<file path="src/design/cpsm_pkg.sv">
// package of constants and types for the cpu power-saving mode controller
// assumes a single 10 MHz system clock that is also the oscillator clock
`default_nettype none

package cpsm_pkg;

  // ==========================================================
  // clock and timing
  // ==========================================================
  localparam int CLK_PERIOD_NS = 100;      // system clock period
  localparam int OST_PERIODS = 1024;       // crystal start-up, oscillator periods
  // one oscillator period is one system clock here
  localparam int OST_CYCLES = OST_PERIODS * 100 / CLK_PERIOD_NS;
  localparam int REG_STAB_NS = 10000;      // regulator stabilisation wait
  localparam int REG_STAB_CYCLES = (REG_STAB_NS + CLK_PERIOD_NS - 1) / CLK_PERIOD_NS;
  localparam int TMR_W = 12;               // wake timer width

  // ==========================================================
  // slow-run divider
  // ==========================================================
  localparam int RATIO_W = 3;              // cycle-ratio code width
  localparam int DOZE_CNT_W = 8;           // counter spans up to 1:256
  localparam logic [8:0] DOZE_BASE = 9'h002;  // code 000 gives 1:2
  localparam logic [8:0] DOZE_ONE = 9'h001;

  // ==========================================================
  // core interface sizes and reset values
  // ==========================================================
  localparam int ADDR_W = 15;              // program counter width
  localparam logic [ADDR_W-1:0] IRQ_VECTOR = 15'h0004;  // service entry
  localparam int IO_PORTS = 8;             // i/o ports with a hold latch
  localparam int N_PIN = 3;                // asynchronous reset sources
  localparam int PIN_POWERON = 0;
  localparam int PIN_BROWNOUT = 1;
  localparam int PIN_EXT_RESET = 2;
  localparam logic FLAG_RST = 1'h1;        // status flags after reset
  localparam logic RUN_RST = 1'h1;         // clocks run after reset

  // ==========================================================
  // types
  // ==========================================================
  typedef enum logic [2:0] {
    CPSM_RUN,       // full or throttled execution
    CPSM_IDLE,      // cpu halted, peripherals clocked
    CPSM_SLEEP,     // cpu and system clock stopped
    CPSM_WAKE_OST,  // crystal start-up wait
    CPSM_WAKE_REG,  // regulator stabilisation wait
    CPSM_RESUME     // run the prefetched instruction
  } cpsm_mode_t;

  // software write to the slow-run control bits
  typedef struct packed {
    logic slow_run_enable;
    logic slow_on_return;
  } cpsm_sw_t;

  // one bit per sleep-capable oscillator
  typedef struct packed {
    logic low_freq_internal_osc;
    logic high_freq_internal_osc;
    logic secondary_osc;
  } cpsm_osc_t;

  // slow-run divider state
  typedef struct packed {
    logic [DOZE_CNT_W-1:0] cnt;
    logic cpu_en;
  } cpsm_doze_t;

  // controller state; every top output except cpu_cycle_enable is a field
  typedef struct packed {
    cpsm_mode_t mode;
    logic [N_PIN-1:0] sync1;
    logic [N_PIN-1:0] sync2;
    logic irq_pend;
    logic wake_irq;
    logic [TMR_W-1:0] timer;
    logic [IO_PORTS-1:0] io_latch;
    logic [IO_PORTS-1:0] io_hold;
    cpsm_osc_t osc_run;
    logic [ADDR_W-1:0] vector_addr;
    logic slow_run_enable;
    logic slow_on_return;
    logic powerdown_flag_n;
    logic timeout_flag_n;
    logic wdt_clear;
    logic adc_abort;
    logic adc_powered;
    logic regulator_lowpower;
    logic full_reset_req;
    logic vector_fetch;
    logic isr_skipped;
    logic prefetch_next;
    logic exec_prefetched;
    logic cpu_clk_run;
    logic sys_clk_run;
    logic periph_cycle_enable;
    logic in_idle;
    logic in_sleep;
  } cpsm_state_t;

endpackage

`default_nettype wire

</file>
<file path="src/design/cpsm_ctrl.sv">
// power-saving mode controller: slow-run throttle, idle, sleep and wake
// assumes the core sequencer gives same-clock pulses; reset pins are async
`default_nettype none

module cpsm_ctrl #(
  parameter int OST_CYCLES = cpsm_pkg::OST_CYCLES,
  parameter int REG_CYCLES = cpsm_pkg::REG_STAB_CYCLES,
  parameter bit REG_PRESENT = 1'h1
) (
  input wire logic clk,
  input wire logic rst,
  input wire logic sw_write,
  input wire cpsm_pkg::cpsm_sw_t sw_data,
  input wire logic [cpsm_pkg::RATIO_W-1:0] cycle_ratio,
  input wire logic recover_on_irq,
  input wire logic idle_select,
  input wire logic global_irq_enable,
  input wire logic regulator_lowpower_sleep,
  input wire logic crystal_osc_mode,
  input wire logic adc_rc_clock,
  input wire logic sleep_exec,
  input wire logic irq_entry_req,
  input wire logic irq_return,
  input wire logic prefetch_clears_gie,
  input wire logic multicycle_busy,
  input wire logic irq_pending_enabled,
  input wire logic irq_any,
  input wire logic wdt_wake,
  input wire cpsm_pkg::cpsm_osc_t osc_request,
  input wire cpsm_pkg::cpsm_osc_t osc_force_on,
  input wire logic [cpsm_pkg::IO_PORTS-1:0] port_periph_active,
  input wire logic external_reset_pin,
  input wire logic brownout_evt,
  input wire logic poweron_evt,
  output logic cpu_cycle_enable,
  output logic periph_cycle_enable,
  output logic cpu_clk_run,
  output logic sys_clk_run,
  output logic slow_run_enable,
  output logic slow_on_return,
  output logic powerdown_flag_n,
  output logic timeout_flag_n,
  output logic wdt_clear,
  output logic adc_abort,
  output logic adc_powered,
  output cpsm_pkg::cpsm_osc_t osc_run,
  output logic [cpsm_pkg::IO_PORTS-1:0] io_hold,
  output logic regulator_lowpower,
  output logic full_reset_req,
  output logic vector_fetch,
  output logic [cpsm_pkg::ADDR_W-1:0] vector_addr,
  output logic isr_skipped,
  output logic prefetch_next,
  output logic exec_prefetched,
  output logic in_idle,
  output logic in_sleep
);

  // ==========================================================
  // state and events
  // ==========================================================
  cpsm_pkg::cpsm_state_t q;       // registered state
  cpsm_pkg::cpsm_state_t next_q;  // next state
  logic reset_evt;                // a synchronised reset source is high
  logic sleep_go;                 // sleep instruction taken in run
  logic sleep_nop;                // sleep turned into a no-op
  logic sleep_full;               // true sleep entry
  logic entry_go;                 // interrupt entry performed
  logic wake_go;                  // wake event while asleep

  assign reset_evt = |q.sync2;
  assign sleep_go = (q.mode == cpsm_pkg::CPSM_RUN) && sleep_exec && !reset_evt;
  assign sleep_nop = !idle_select && !global_irq_enable && irq_pending_enabled;
  assign sleep_full = sleep_go && !idle_select && !sleep_nop;
  assign entry_go = (q.mode == cpsm_pkg::CPSM_RUN) && !sleep_exec && q.irq_pend
    && !multicycle_busy && !reset_evt;
  assign wake_go = (q.mode == cpsm_pkg::CPSM_SLEEP) && !reset_evt
    && (irq_pending_enabled || wdt_wake);

  // ==========================================================
  // next-state logic
  // ==========================================================
  always_comb begin
    next_q = q;
    // one-cycle pulses fall back to zero
    next_q.wdt_clear = 1'h0;
    next_q.adc_abort = 1'h0;
    next_q.vector_fetch = 1'h0;
    next_q.isr_skipped = 1'h0;
    next_q.prefetch_next = 1'h0;
    next_q.exec_prefetched = 1'h0;
    next_q.full_reset_req = 1'h0;
    next_q.vector_addr = cpsm_pkg::IRQ_VECTOR;
    // two-stage synchroniser for the asynchronous reset sources
    next_q.sync1[cpsm_pkg::PIN_EXT_RESET] = external_reset_pin;
    next_q.sync1[cpsm_pkg::PIN_BROWNOUT] = brownout_evt;
    next_q.sync1[cpsm_pkg::PIN_POWERON] = poweron_evt;
    next_q.sync2 = q.sync1;

    // software write; hardware updates below override it
    if (sw_write) begin
      next_q.slow_run_enable = sw_data.slow_run_enable;
      next_q.slow_on_return = sw_data.slow_on_return;
    end
    // return from service restores the throttle
    if (irq_return) begin
      next_q.slow_run_enable = q.slow_on_return;
    end

    unique case (q.mode)
      cpsm_pkg::CPSM_RUN: begin
        if (sleep_exec) begin
          // next instruction is fetched while sleep executes
          next_q.prefetch_next = 1'h1;
          if (idle_select) begin
            next_q.mode = cpsm_pkg::CPSM_IDLE;
          end else if (sleep_nop) begin
            // pending enabled interrupt with gie off: stays in run, flags untouched, only prefetch_next pulses
            next_q.mode = cpsm_pkg::CPSM_RUN;
          end else begin
            next_q.mode = cpsm_pkg::CPSM_SLEEP;
            next_q.wdt_clear = 1'h1;
            next_q.powerdown_flag_n = 1'h0;
            next_q.timeout_flag_n = 1'h1;
            next_q.adc_abort = !adc_rc_clock;
            next_q.io_latch = ~port_periph_active;
          end
        end else if (q.irq_pend && !multicycle_busy) begin
          // entry waits while a multicycle instruction completes
          next_q.irq_pend = 1'h0;
          next_q.slow_on_return = q.slow_run_enable;
          if (recover_on_irq) begin
            next_q.slow_run_enable = 1'h0;
          end
          if (prefetch_clears_gie) begin
            next_q.isr_skipped = 1'h1;
          end else begin
            next_q.vector_fetch = 1'h1;
          end
        end
      end
      cpsm_pkg::CPSM_IDLE: begin
        // any interrupt ends idle, gie or not; watchdog wakes too
        if (irq_any || wdt_wake) begin
          next_q.mode = cpsm_pkg::CPSM_RUN;
        end
      end
      cpsm_pkg::CPSM_SLEEP: begin
        // enabled interrupt or watchdog wakes at once
        if (irq_pending_enabled || wdt_wake) begin
          next_q.wdt_clear = 1'h1;
          next_q.wake_irq = irq_pending_enabled;
          next_q.timer = '0;
          if (crystal_osc_mode) begin
            next_q.mode = cpsm_pkg::CPSM_WAKE_OST;
          end else if (regulator_lowpower_sleep && REG_PRESENT) begin
            next_q.mode = cpsm_pkg::CPSM_WAKE_REG;
          end else begin
            next_q.mode = cpsm_pkg::CPSM_RESUME;
          end
        end
      end
      cpsm_pkg::CPSM_WAKE_OST: begin
        // oscillator start-up count
        if (q.timer == cpsm_pkg::TMR_W'(OST_CYCLES - 1)) begin
          next_q.timer = '0;
          if (regulator_lowpower_sleep && REG_PRESENT) begin
            next_q.mode = cpsm_pkg::CPSM_WAKE_REG;
          end else begin
            next_q.mode = cpsm_pkg::CPSM_RESUME;
          end
        end else begin
          next_q.timer = q.timer + 1'h1;
        end
      end
      cpsm_pkg::CPSM_WAKE_REG: begin
        // regulator returns from its low-power state
        if (q.timer == cpsm_pkg::TMR_W'(REG_CYCLES - 1)) begin
          next_q.timer = '0;
          next_q.mode = cpsm_pkg::CPSM_RESUME;
        end else begin
          next_q.timer = q.timer + 1'h1;
        end
      end
      cpsm_pkg::CPSM_RESUME: begin
        // prefetched instruction runs, then the isr if an interrupt woke it and gie is set
        next_q.exec_prefetched = 1'h1;
        next_q.mode = cpsm_pkg::CPSM_RUN;
        if (q.wake_irq && global_irq_enable) begin
          next_q.irq_pend = 1'h1;
        end
      end
      default: begin
        next_q.mode = cpsm_pkg::CPSM_RUN;
      end
    endcase

    // a new entry request wins over the clear of the pending bit
    if (irq_entry_req) begin
      next_q.irq_pend = 1'h1;
    end

    // reset pins, brown-out and power-on restart the device
    if (reset_evt) begin
      next_q.mode = cpsm_pkg::CPSM_RUN;
      next_q.full_reset_req = 1'h1;
      next_q.irq_pend = 1'h0;
      next_q.slow_run_enable = 1'h0;
      next_q.slow_on_return = 1'h0;
      next_q.timer = '0;
    end

    // mode-derived outputs, registered with the mode
    next_q.in_sleep = (next_q.mode == cpsm_pkg::CPSM_SLEEP);
    next_q.in_idle = (next_q.mode == cpsm_pkg::CPSM_IDLE);
    next_q.cpu_clk_run = (next_q.mode == cpsm_pkg::CPSM_RUN)
      || (next_q.mode == cpsm_pkg::CPSM_RESUME);
    next_q.sys_clk_run = !next_q.in_sleep
      && (next_q.mode != cpsm_pkg::CPSM_WAKE_OST);
    // peripherals ignore the throttle and run in idle
    next_q.periph_cycle_enable = next_q.sys_clk_run;
    if (next_q.in_sleep) begin
      next_q.osc_run = cpsm_pkg::cpsm_osc_t'(osc_request | osc_force_on);
      next_q.io_hold = next_q.io_latch & ~port_periph_active;
    end else begin
      next_q.osc_run = '1;
      next_q.io_hold = '0;
    end
    next_q.adc_powered = !(next_q.in_sleep && !adc_rc_clock);
    next_q.regulator_lowpower = next_q.in_sleep && regulator_lowpower_sleep
      && REG_PRESENT;
  end

  // ==========================================================
  // state register
  // ==========================================================
  always_ff @(posedge clk or posedge rst) begin
    if (rst) begin
      q <= '0;
      q.powerdown_flag_n <= cpsm_pkg::FLAG_RST;
      q.timeout_flag_n <= cpsm_pkg::FLAG_RST;
      q.cpu_clk_run <= cpsm_pkg::RUN_RST;
      q.sys_clk_run <= cpsm_pkg::RUN_RST;
      q.periph_cycle_enable <= cpsm_pkg::RUN_RST;
      q.adc_powered <= cpsm_pkg::RUN_RST;
      q.osc_run <= '1;
      q.vector_addr <= cpsm_pkg::IRQ_VECTOR;
    end else begin
      q <= next_q;
    end
  end

  // ==========================================================
  // cpu cycle throttle
  // ==========================================================
  cpsm_doze_div u_doze (
    .clk(clk),
    .rst(rst),
    .enable(q.slow_run_enable),
    .ratio(cycle_ratio),
    .run(q.cpu_clk_run),
    .cpu_cycle(cpu_cycle_enable)
  );

  // outputs straight from the state register
  assign periph_cycle_enable = q.periph_cycle_enable;
  assign cpu_clk_run = q.cpu_clk_run;
  assign sys_clk_run = q.sys_clk_run;
  assign slow_run_enable = q.slow_run_enable;
  assign slow_on_return = q.slow_on_return;
  assign powerdown_flag_n = q.powerdown_flag_n;
  assign timeout_flag_n = q.timeout_flag_n;
  assign wdt_clear = q.wdt_clear;
  assign adc_abort = q.adc_abort;
  assign adc_powered = q.adc_powered;
  assign osc_run = q.osc_run;
  assign io_hold = q.io_hold;
  assign regulator_lowpower = q.regulator_lowpower;
  assign full_reset_req = q.full_reset_req;
  assign vector_fetch = q.vector_fetch;
  assign vector_addr = q.vector_addr;
  assign isr_skipped = q.isr_skipped;
  assign prefetch_next = q.prefetch_next;
  assign exec_prefetched = q.exec_prefetched;
  assign in_idle = q.in_idle;
  assign in_sleep = q.in_sleep;
endmodule

`default_nettype wire

</file>
<file path="src/design/cpsm_doze_div.sv">
// slow-run divider: one cpu cycle enable in every 2^(code+1) cycles
// assumes enable, ratio and run come from logic on the same clock
`default_nettype none

module cpsm_doze_div (
  input wire logic clk,
  input wire logic rst,
  input wire logic enable,
  input wire logic [cpsm_pkg::RATIO_W-1:0] ratio,
  input wire logic run,
  output logic cpu_cycle
);

  // ==========================================================
  // state
  // ==========================================================
  cpsm_pkg::cpsm_doze_t q;       // registered state
  cpsm_pkg::cpsm_doze_t next_q;  // next state
  logic [8:0] span;              // period minus one

  // count the period; pulse when the count wraps
  always_comb begin
    next_q = q;
    span = (cpsm_pkg::DOZE_BASE << ratio) - cpsm_pkg::DOZE_ONE;
    if (!enable) begin
      // full speed: every cycle with run high is a cpu cycle
      next_q.cnt = '0;
      next_q.cpu_en = run;
    end else begin
      // throttled: cnt above span after a ratio change also wraps
      if (q.cnt >= span[cpsm_pkg::DOZE_CNT_W-1:0]) begin
        next_q.cnt = '0;
      end else begin
        next_q.cnt = q.cnt + 1'h1;
      end
      next_q.cpu_en = run && (next_q.cnt == '0);
    end
  end

  // register the state
  always_ff @(posedge clk or posedge rst) begin
    if (rst) begin
      q <= '0;
    end else begin
      q <= next_q;
    end
  end

  assign cpu_cycle = q.cpu_en;
endmodule

`default_nettype wire

</file>
<file path="config.mk">
export PLATFORM = sky130hd
export DESIGN_NAME = cpsm_ctrl
export DESIGN_NICKNAME = d
export VERILOG_FILES = /design/src/design/cpsm_pkg.sv /design/src/design/cpsm_ctrl.sv /design/src/design/cpsm_doze_div.sv
export SDC_FILE = /design/constraint.sdc
export NUM_CORES = 1
export LEC_CHECK = 0
export BUFFER_PORTS_ARGS = -buffer_cell sky130_fd_sc_hd__clkbuf_2
export CORE_UTILIZATION = 39
export DETAILED_ROUTE_END_ITERATION = 8
export PLACE_DENSITY_LB_ADDON = 0.12
export SLEW_MARGIN = 0
export SYNTH_ARGS = -nofsm -noshare
export SYNTH_HDL_FRONTEND = slang
export SYNTH_SLANG_ARGS = --single-unit
</file>
<file path="constraint.sdc">
create_clock -name clk -period 2.9 [get_ports clk]
set_input_delay 0.58 -clock clk [delete_from_list [all_inputs] [get_ports clk]]
set_output_delay 0.58 -clock clk [all_outputs]
set_load 0.005 [all_outputs]
</file>
# --- After elaboration in Yosys (flattened, before gate mapping) ---
# Cells that the tools add are included.
totals:
  in_bits: 39
  output_inout_bits: 45
  regBits: 67
  word_cells: 132
op_classes:
  bitwise: 5
  n_lt_le_gt_ge: 1
  add_sub_neg: 3
  muxes: 51
  eq_ne: 15
  n_reduce_logical: 27
  n_shift: 1
op_table:
  columns: ["op", "count"]
  rows:
  - ["12-bit two-way mux", 4]
  - ["8-bit two-way mux", 6]
  - ["12-bit one-hot mux with 3 select lines", 1]
  - ["3-bit two-way mux", 9]
  - ["4-bit two-way mux", 4]
  - ["1-bit two-way mux", 15]
  - ["3-bit one-hot mux with 5 select lines", 1]
  - ["2-bit two-way mux", 7]
  - ["12-bit by 1-bit adder with 12-bit output (second input constant)", 1]
  - ["12-bit by 10-bit equality test with 1-bit output (second input constant)", 1]
  - ["12-bit by 7-bit equality test with 1-bit output (second input constant)", 1]
  - ["11-bit two-way mux", 1]
  - ["3-bit by 2-bit equality test with 1-bit output (second input constant)", 3]
  - ["3-bit equality test (second input constant)", 3]
  - ["9-bit two-way mux", 1]
  - ["8-bit by 1-bit adder with 8-bit output (second input constant)", 1]
  - ["8-bit AND", 1]
  - ["8-bit greater-or-equal comparator", 1]
  - ["1-bit logical AND", 8]
  - ["8-bit zero test", 1]
  - ["4-bit != test (second input constant)", 2]
  - ["8-bit inverter", 1]
  - ["4-bit AND reduction", 2]
  - ["4-bit nonzero test", 2]
  - ["other kinds (13)", 26]

# --- Logic depth before layout (Yosys ltp) ---
# Gate-level depths: netlist of the first run.
depth:
  word_depth: 11
  depth_mapped: 13
  mapped_depth_nobuf: 12

# --- Hierarchy ---
# A second synthesis of the first run with hierarchy kept.
unflattened:
  hier_cells: 318
  area_unflattened_um2: 3318.2
modules_own_cells:
  columns: ["module", "n_inst", "area_per_inst_um2", "seq_area_each_um2", "cells_per_inst"]
  rows:
  - ["cpsm_ctrl", 1, 2678.8, 1460.2, 248]
  - ["cpsm_doze_div", 1, 639.4, 225.2, 70]

# --- Least setup slack after synthesis of the first run ---
# OpenSTA, ideal clock, no wires.
synth_path:
  kind: "input to register"
  from: "in cycle_ratio[0] (netlist bit)"
  to: "reg u_doze.q (netlist bit u_doze.cpu_cycle)"
  arrival_ns: 2.724
  required_time_ns: 2.778
  setup_time_ns: 0.122
  slack_ns: 0.055
  cell_stages: 12
  n_path_buf: 1
  path_cell_list: "or3_1 ha_1 clkbuf_1 nor3_1 a21o_1 a21oi_1 ha_1 a21oi_1 nor2b_1 o21ai_0 o2111ai_1 a32o_1"
synth_rtl:
  columns: ["element", "line_no", "text"]
  rows:
  - ["start: declaration", "cpsm_ctrl.sv:14", "input wire logic [cpsm_pkg::RATIO_W-1:0] cycle_ratio,"]
  - ["end signal: assignment", "cpsm_doze_div.sv:45", "q <= next_q;"]
  - ["end: declaration", "cpsm_doze_div.sv:17", "cpsm_pkg::cpsm_doze_t q;"]

==> flow_metrics.py, run 1 <==
metrics = {
    "floorplan": {
        "fp.dieW_um": 94.9,
        "die_h_um": 94.9,
        "design.die.area_um2": 9000,
        "rows": 33,
        "core-area_um2": 8300,
        "pin_count": 84,
        "start_util": 0.405,
    },
    "critical_path": {
        "critPathCaptureType": "flop",
        "crit_path_start_kind": "input pin",
        "cp.required_ps": 3160,
        "r2r_setup_slack_ps": 600,
        "crit_path_max_fanout": 6,
        "crit_arrival_ps": 2840,
        "worstSetupPathType": "input pin to flop",
    },
    "routing": {
        "viasPerCell": 5.05,
        "routedWlPerCell_um": 13.8,
        "drtIter0Drc": 123,
        "ant_nets": 0,
        "drcViolationCount": 0,
        "via_count": 2538,
        "drt_first_pass_iters": 4,
        "finalWirelength_um": 6950,
    },
    "global_routing": {
        "grt_pass1_wl_um": 11800,
        "grt_pass1_vias": 2465,
        "track_usage": 0.174,
        "grt.overflow.total": 0,
        "grtUsageMet1": 0.233,
        "met3_usage": 0.0467,
        "antenna_found_initial": 0,
        "grt_busiest_layer": "met2",
        "grt_max_degree": 35,
        "use_met2": 0.272,
    },
    "run": {
        "drv_cap": 0,
    },
    "final_layout": {
        "final_core_util": 0.473,
        "drive_above_1_share": 0.274,
        "area_growth_pct": 16.6,
        "stdcell_area_um2": 3920,
        "diodes": 0,
        "nNetsFinal": 442,
    },
    "timing": {
        "final_hold_viol_count": 0,
        "max_freq_ghz": 0.387,
        "rsz0062_at_grt": "no",
        "slew_violations": 0,
        "period_share": 0.890,
        "final.min_clock_period_ps": 2580,
        "finalSetupViolations": 0,
        "worstMarginPinSlew_ps": 715,
        "fin_hold_ws_ps": 349,
        "slew_headroom": 0.523,
        "finClkSkew_ps": 5.33,
        "fin_ws_ps": 319,
    },
    "synthesis": {
        "seq_area_frac_synth": 0.501,
        "yosysWarnings": 0,
        "synth_edf_count": 0,
        "synth.distinct_cells": 56,
        "async_flop_share": 1.00,
        "synthFlopType": "dfrtp_1",
        "synth.cell_area_um2": 3360,
        "synthCells": 332,
        "synth-seq-cells": 67,
        "postSynthAreaPerCell_um2": 10.1,
    },
    "pwr": {
        "switching_share": 0.221,
        "p_leak_nw": 1.96,
        "p_switching_mw": 0.445,
        "sequentialPowerShare": 0.489,
        "power_density_nw_per_um2": 513,
        "vdd_drop_max_mv": 0.219,
        "power_frac_comb": 0.079,
        "power_frac_clock": 0.433,
        "internal_power_mw": 1.57,
    },
    "clocking": {
        "cts_tree": "yes",
        "clock_latency_ps": 330,
        "postCtsSetupBuffers": 0,
        "cts_buffer_depth": 2,
        "root_buffer": "clkbuf_8",
        "cts_made_buffers": 9,
        "ctsResizeCount": 0,
        "hold_buffers": 0,
        "path_clk_slew_ps": 70,
        "cts.sink_count": 67,
        "cts-htree-levels": 3,
    },
    "worst_hold_path": {
        "min_path_type": "input pin to asynchronous set/reset pin",
    },
    "placement": {
        "post-dp-hpwl_um": 4950,
        "place_congestion": 0.786,
        "place_ws_ps": -23.3,
        "port_buffers": 67,
        "placed_area_um2": 3690,
    },
    "outcome": {
        "outcome": "completed",
    },
}
cells by family after synthesis:
family          Yosys count  synth area share
compound gates           59             0.123
simple gates            131             0.217
mux                       2           0.00595
flops                    67             0.501
buf+inv                  54            0.0952
xor+xnor                  7            0.0182
other cells               2           0.00223
fa+ha+maj                10            0.0372
routing by layer:
| layer | up-vias | wire (um) |
|---|---|---|
| met3 | 6 | 288 |
| li1 | 1254 | - |
| met2 | 53 | 3250 |
| met4 | 0 | 56 |
| met5 | - | 0 |
| met1 | 1225 | 3350 |
per-stage QoR:
step                      TNS [ps]  power, mW  std cells
after floorplan                  0       1.11        346
after global placement           0       1.16        487
after detailed placement     -64.3       1.16        487
after CTS                        0       2.04        503
after global routing             0       2.11        503
final                            0       2.01        503
critical path, stage by stage:
cell,delay [ps]
clkbuf_2,120
or3_1,380
ha_1,280
nor3_1,180
a21o_1,110
a21oi_1,70
ha_1,290
a21oi_1,140
nor2b_1,60
o21ai_0,140
o2111ai_1,180
buf_4,200
nor2_1,110
registers in the layout (all words and copies together), names as in the netlist, 3 cells and up:
register,count
q,28
u_doze.q,8
osc_run,3
next_q,3
io_hold,8
cells in the final DEF, fill, tap and decap left out, types with 3 or more instances in the layout:
cell type and instances:
a211oi_1 4, a21o_1 3, a21oi_1 17, a221o_1 3
a22o_1 7, and2_1 5, and3_1 5, and3b_1 4
buf_4 8, clkbuf_2 67, clkbuf_8 11, conb_1 16
dfrtp_1 60, dfstp_2 7, ha_1 10, inv_1 13
nand2_1 15, nand2b_1 3, nand3_1 10, nand4_1 3
nor2_1 33, nor2b_1 6, nor3_1 13, nor3b_1 3
nor4_1 9, o21ai_0 6, o31ai_1 6, or2_2 3
or3_1 5, or4_1 3, xnor2_1 3, xor2_1 4
cell usage after synthesis (all sizes together), types with 7 or more instances:
cell type  count  share of area
nor3          13          0.019
inv           14          0.016
a22o           7          0.018
nor2          33          0.037
nand3         10          0.015
nand2         15          0.017
ha            10          0.037
dfrtp         60           0.45
nor4           9          0.017
dfstp          7          0.055
a21oi         17          0.025
buf           36          0.075
power groups by stage:
stage / sequential, mW / clock [mW] / combinational (mW)
finish: 0.982 / 0.870 / 0.158
global route: 0.985 / 0.945 / 0.183
CTS: 0.982 / 0.900 / 0.161
detailed placement: 1.00 / 0 / 0.160
global placement: 0.999 / 0 / 0.159
floorplan: 0.996 / 0 / 0.112
path summary, 6_finish.rpt:
path / from / cells past startpoint / to
worst max-delay path: cycle_ratio[1] / 13 / u_doze.q[4]
worst min-delay path: rst / 2 / io_hold[7]
worst max register to register: q[52] / 6 / osc_run[1]
worst min register to register: next_q[68] / 0 / q[68]
max in group asynchronous: rst / 3 / cpu_clk_run
min in group clk: next_q[68] / 0 / q[68]
cell type report:
| type | count | area [um^2] |
|---|---|---|
| Fill cell | 784 | 4380 |
| Inverter | 14 | 52.6 |
| Clock inverter | 4 | 72.6 |
| Timing Repair Buffer | 76 | 415 |
| Multi-Input combinational cell | 225 | 1410 |
| Clock buffer | 12 | 155 |
| Tap cell | 105 | 131 |
| Sequential cell | 67 | 1690 |
Power figures use the tool's default switching activity.
==> run 2, diff against run 1 <==
==> constraint.sdc (replaced) <==
create_clock -name clk -period 2.1 [get_ports clk]
set_input_delay 0.42 -clock clk [delete_from_list [all_inputs] [get_ports clk]]
set_output_delay 0.42 -clock clk [all_outputs]
set_load 0.005 [all_outputs]
==> flow_metrics.py, run 2 (synthesis results as in run 1) <==
metrics = {
    "outcome": {
        "outcome": "finished, violations left",
        "failed_checks": "setup timing",
    },
    "timing": {
        "slew_violations": 0,
        "fin_hold_ws_ps": 134,
        "max_freq_ghz": 0.452,
        "rsz0062_at_grt": "yes",
        "period_share": 1.05,
        "finalSetupViolations": 9,
        "fin_setup_tns_ps": -644,
        "final_hold_viol_count": 0,
        "finClkSkew_ps": 12.7,
        "final.min_clock_period_ps": 2210,
        "fin_ws_ps": -110,
    },
    "final_layout": {
        "fill_cells": 781,
        "top_register": "q",
        "diodes": 0,
        "nNetsFinal": 464,
        "largest_register_ffs": 28,
        "multiInputGateArea_um2": 1550,
        "final_common_cell": "clkbuf_2",
        "drive_above_1_share": 0.362,
        "seq_area_um2": 1690,
        "area_growth_pct": 26.0,
        "final_cell_mix": "66 x clkbuf_2, 60 x dfrtp_1, 28 x buf_4",
    },
    "floorplan": {
        "die_h_um": 94.9,
        "rows": 33,
        "start_util": 0.405,
        "fp.dieW_um": 94.9,
        "pin_count": 84,
        "core-area_um2": 8300,
        "design.die.area_um2": 9000,
    },
    "global_routing": {
        "track_usage": 0.180,
        "grt_max_degree": 68,
        "grt_pass1_vias": 2605,
        "grt.overflow.total": 0,
        "grt_pass1_wl_um": 12300,
        "antenna_found_initial": 0,
    },
    "clocking": {
        "cts-htree-levels": 3,
        "cts_made_buffers": 9,
        "cts.sink_count": 67,
        "clock_latency_ps": 340,
        "path_clk_slew_ps": 70,
        "cts_tree": "yes",
        "hold_buffers": 0,
        "root_buffer": "clkbuf_8",
        "cts_buffer_depth": 2,
    },
    "worst_hold_path": {
        "min_path_type": "input pin to asynchronous set/reset pin",
    },
    "routing": {
        "ant_nets": 0,
        "routedWlPerCell_um": 14.0,
        "viasPerCell": 4.96,
        "via_count": 2606,
        "drt_first_pass_iters": 4,
        "finalWirelength_um": 7350,
        "drcViolationCount": 0,
        "drtIter0Drc": 109,
    },
    "pwr": {
        "fin_total_pwr_mw": 2.83,
        "vdd_drop_max_mv": 0.439,
        "power_density_nw_per_um2": 667,
        "p_leak_nw": 2.10,
    },
    "critical_path": {
        "crit_path_max_fanout": 5,
        "worstSetupPathType": "input pin to flop",
        "crit_path_start_kind": "input pin",
        "critPathCaptureType": "flop",
        "crit_arrival_ps": 2430,
        "cp.required_ps": 2320,
    },
    "run": {
        "drv_cap": 0,
    },
    "placement": {
        "post-dp-hpwl_um": 5280,
        "port_buffers": 67,
        "place_congestion": 0.815,
    },
}
## run 2: layout make-up
type,count,area share
Clock buffer,12,0.0366
Sequential cell,67,0.398
Multi-Input combinational cell,225,0.365
Clock inverter,4,0.0174
Inverter,14,0.0124
Tap cell,105,0.0310
Timing Repair Buffer,98,0.140
## run 2: layer usage
metal	part of all wire	global-route usage	up-vias	wire [um]
li1	-	-	1302	-
met1	0.49	0.240	1239	3580
met2	0.46	0.279	57	3360
met3	0.045	0.0572	8	333
met4	0.012	0.0530	0	87
met5	0	0	-	0
## run 2: path summary, 6_finish.rpt
kind	start	to	slack (ps)	depth (start not counted)
worst max-delay path	cycle_ratio[0]	u_doze.cpu_cycle	-110	11
worst min-delay path	rst	adc_abort	130	3
worst max register to register	q[52]	osc_run[2]	80	6
worst min register to register	next_q[68]	q[68]	350	0
max in group asynchronous	rst	osc_run[2]	1660	3
min in group clk	poweron_evt	next_q[66]	190	1
## run 2: critical path: stages
cell and delay, ps:
buf_6 90, or3_4 390, ha_4 190, a21o_1 180, a21oi_2 130, ha_1 260
a21oi_2 140, nor2b_1 60, o21ai_1 130, o2111ai_2 170, a32o_1 250
## run 2: what timing repair did
item                                    4_1_cts  5_1_grt
buffers inserted                              1        3
pin swaps                                     5       10
endpoints found under the setup margin       12       25
gates resized for setup                       5       23
## run 2: per-stage QoR
step,instances,utilization,worst slack (ps),area [um^2]
finish,525,0.511,-110,4240
global placement,505,0.465,-400,3860
CTS,522,0.495,-72.1,4110
global route,525,0.511,-180,4240
detailed placement,505,0.465,-548,3860
floorplan,346,-,-460,3450
## run 2: where the power goes
group / leakage [nW] / switching [mW] / internal [mW]
registers: 0.859 / 0.0165 / 1.34
clock network: 0.117 / 0.481 / 0.734
logic: 1.12 / 0.142 / 0.116
==> run 3, diff against run 2 <==
--- a/config.mk
+++ b/config.mk
@@ -7,6 +7,7 @@
 export LEC_CHECK = 0
 export BUFFER_PORTS_ARGS = -buffer_cell sky130_fd_sc_hd__clkbuf_2
 export CORE_UTILIZATION = 39
+export CTS_BUF_LIST = sky130_fd_sc_hd__clkbuf_16
 export DETAILED_ROUTE_END_ITERATION = 8
 export PLACE_DENSITY_LB_ADDON = 0.12
 export SLEW_MARGIN = 0
==> flow_metrics.py, run 3 (synthesis results as in run 1) <==
metrics = {
    "final_layout": {
        "final_common_cell": "clkbuf_2",
        "fin_cells": 526,
        "stdcell_area_um2": 4330,
        "largest_register_ffs": 28,
        "diodes": 0,
        "top_register": "q",
        "nNetsFinal": 465,
        "final_cell_mix": "66 x clkbuf_2, 60 x dfrtp_1, 29 x nor2_1",
        "area_growth_pct": 28.8,
        "drive_above_1_share": 0.352,
    },
    "clocking": {
        "cts_made_buffers": 9,
        "cts_tree": "yes",
        "path_clk_slew_ps": 60,
        "cts.sink_count": 67,
        "clock_latency_ps": 330,
        "root_buffer": "clkbuf_16",
        "cts_buffer_depth": 2,
        "cts-htree-levels": 3,
    },
    "pwr": {
        "power_frac_comb": 0.083,
        "internal_power_mw": 2.49,
        "power_density_nw_per_um2": 736,
        "p_switching_mw": 0.701,
        "vdd_drop_max_mv": 0.542,
        "switching_share": 0.220,
        "sequentialPowerShare": 0.426,
        "p_leak_nw": 2.14,
        "power_frac_clock": 0.491,
        "fin_total_pwr_mw": 3.19,
    },
    "routing": {
        "viasPerCell": 4.94,
        "routedWlPerCell_um": 14.1,
        "drtIter0Drc": 95,
        "drt_first_pass_iters": 4,
        "finalWirelength_um": 7410,
        "via_count": 2596,
        "ant_nets": 0,
        "drcViolationCount": 0,
    },
    "placement": {
        "dp_cells": 505,
        "post-dp-hpwl_um": 5280,
        "port_buffers": 67,
        "placed_area_um2": 3860,
        "place_ws_ps": -548,
        "place_congestion": 0.815,
    },
    "global_routing": {
        "track_usage": 0.180,
        "grt_pass1_vias": 2598,
        "antenna_found_initial": 0,
        "grt_pass1_wl_um": 12300,
        "grt.overflow.total": 0,
        "grt_max_degree": 68,
    },
    "critical_path": {
        "crit_arrival_ps": 2400,
        "crit_path_max_fanout": 5,
        "crit_path_start_kind": "input pin",
        "cp.required_ps": 2310,
        "r2r_setup_slack_ps": 70,
        "worstSetupPathType": "input pin to flop",
        "critPathCaptureType": "flop",
    },
    "timing": {
        "fin_ws_ps": -91.4,
        "max_freq_ghz": 0.456,
        "finClkSkew_ps": 11.6,
        "final.min_clock_period_ps": 2190,
        "fin_hold_ws_ps": 147,
        "rsz0062_at_grt": "yes",
        "period_share": 1.04,
        "final_hold_viol_count": 0,
        "slew_violations": 0,
        "finalSetupViolations": 9,
    },
    "outcome": {
        "failed_checks": "setup timing",
        "outcome": "finished, violations left",
    },
    "worst_hold_path": {
        "min_path_type": "input pin to asynchronous set/reset pin",
    },
    "floorplan": {
        "die_h_um": 94.9,
        "rows": 33,
        "design.die.area_um2": 9000,
        "core-area_um2": 8300,
        "start_util": 0.405,
        "fp.dieW_um": 94.9,
        "pin_count": 84,
    },
    "run": {
        "drv_cap": 0,
    },
}
## run 3: cell count changes in the layout (fill, tap and decap cells not counted), sizes merged
cell / delta
buf: +1
clkbuf: -3
clkinv: +2
inv: +1
## run 3: path summary, 6_finish.rpt
kind / endpoint / depth (start not counted) / from
min in group clk: next_q[66] / 1 / poweron_evt
max in group asynchronous: osc_run[2] / 3 / rst
setup / recovery: u_doze.cpu_cycle / 11 / cycle_ratio[0]
hold / removal: adc_abort / 3 / rst
hold reg to reg: q[68] / 0 / next_q[68]
setup reg to reg: osc_run[2] / 6 / q[52]
## run 3: per-layer routing
| metal | track usage | vias up | wire length, um |
|---|---|---|---|
| met2 | 0.281 | 61 | 3450 |
| met1 | 0.241 | 1232 | 3570 |
| met5 | 0 | - | 0 |
| li1 | - | 1301 | - |
| met4 | 0.0417 | 0 | 19 |
| met3 | 0.0596 | 2 | 373 |
## run 3: critical path: stages
cell and delay (ps):
buf_6 90, or3_4 390, ha_4 190, a21o_1 160
a21oi_2 170, ha_4 230, a21oi_2 120, nor2b_1 60
o21ai_1 130, o2111ai_2 180, a32o_1 250
## run 3: area by class of cell
cell class,instances,area (um^2)
Tap cell,105,131
Clock inverter,7,85.1
Inverter,14,52.6
Clock buffer,9,225
Sequential cell,67,1690
Multi-Input combinational cell,225,1550
Timing Repair Buffer,99,606
Fill cell,772,3970
## run 3: stage by stage
| stage | setup TNS (ps) | utilization |
|---|---|---|
| 2_1_floorplan | -2720 | - |
| 3_5_place_dp | -4740 | 0.465 |
| 6_report | -563 | 0.522 |
| 3_3_place_gp | -3420 | 0.465 |
| 5_1_grt | -1310 | 0.522 |
| 4_1_cts | -744 | 0.505 |
## run 3: repair_timing
item	4_1_cts	5_1_grt
resized for setup	5	20
endpoints found under the setup margin	12	23
pin swaps	5	10
hold buffers	0	0
endpoints found under the hold margin	0	0
setup buffers	1	4
## run 3: power groups by stage
stage	sequential (mW)	combinational, mW	clock [mW]
floorplan	1.38	0.160	0
global placement	1.38	0.240	0
detailed placement	1.38	0.244	0
CTS	1.36	0.251	1.61
global route	1.36	0.300	1.66
finish	1.36	0.265	1.57
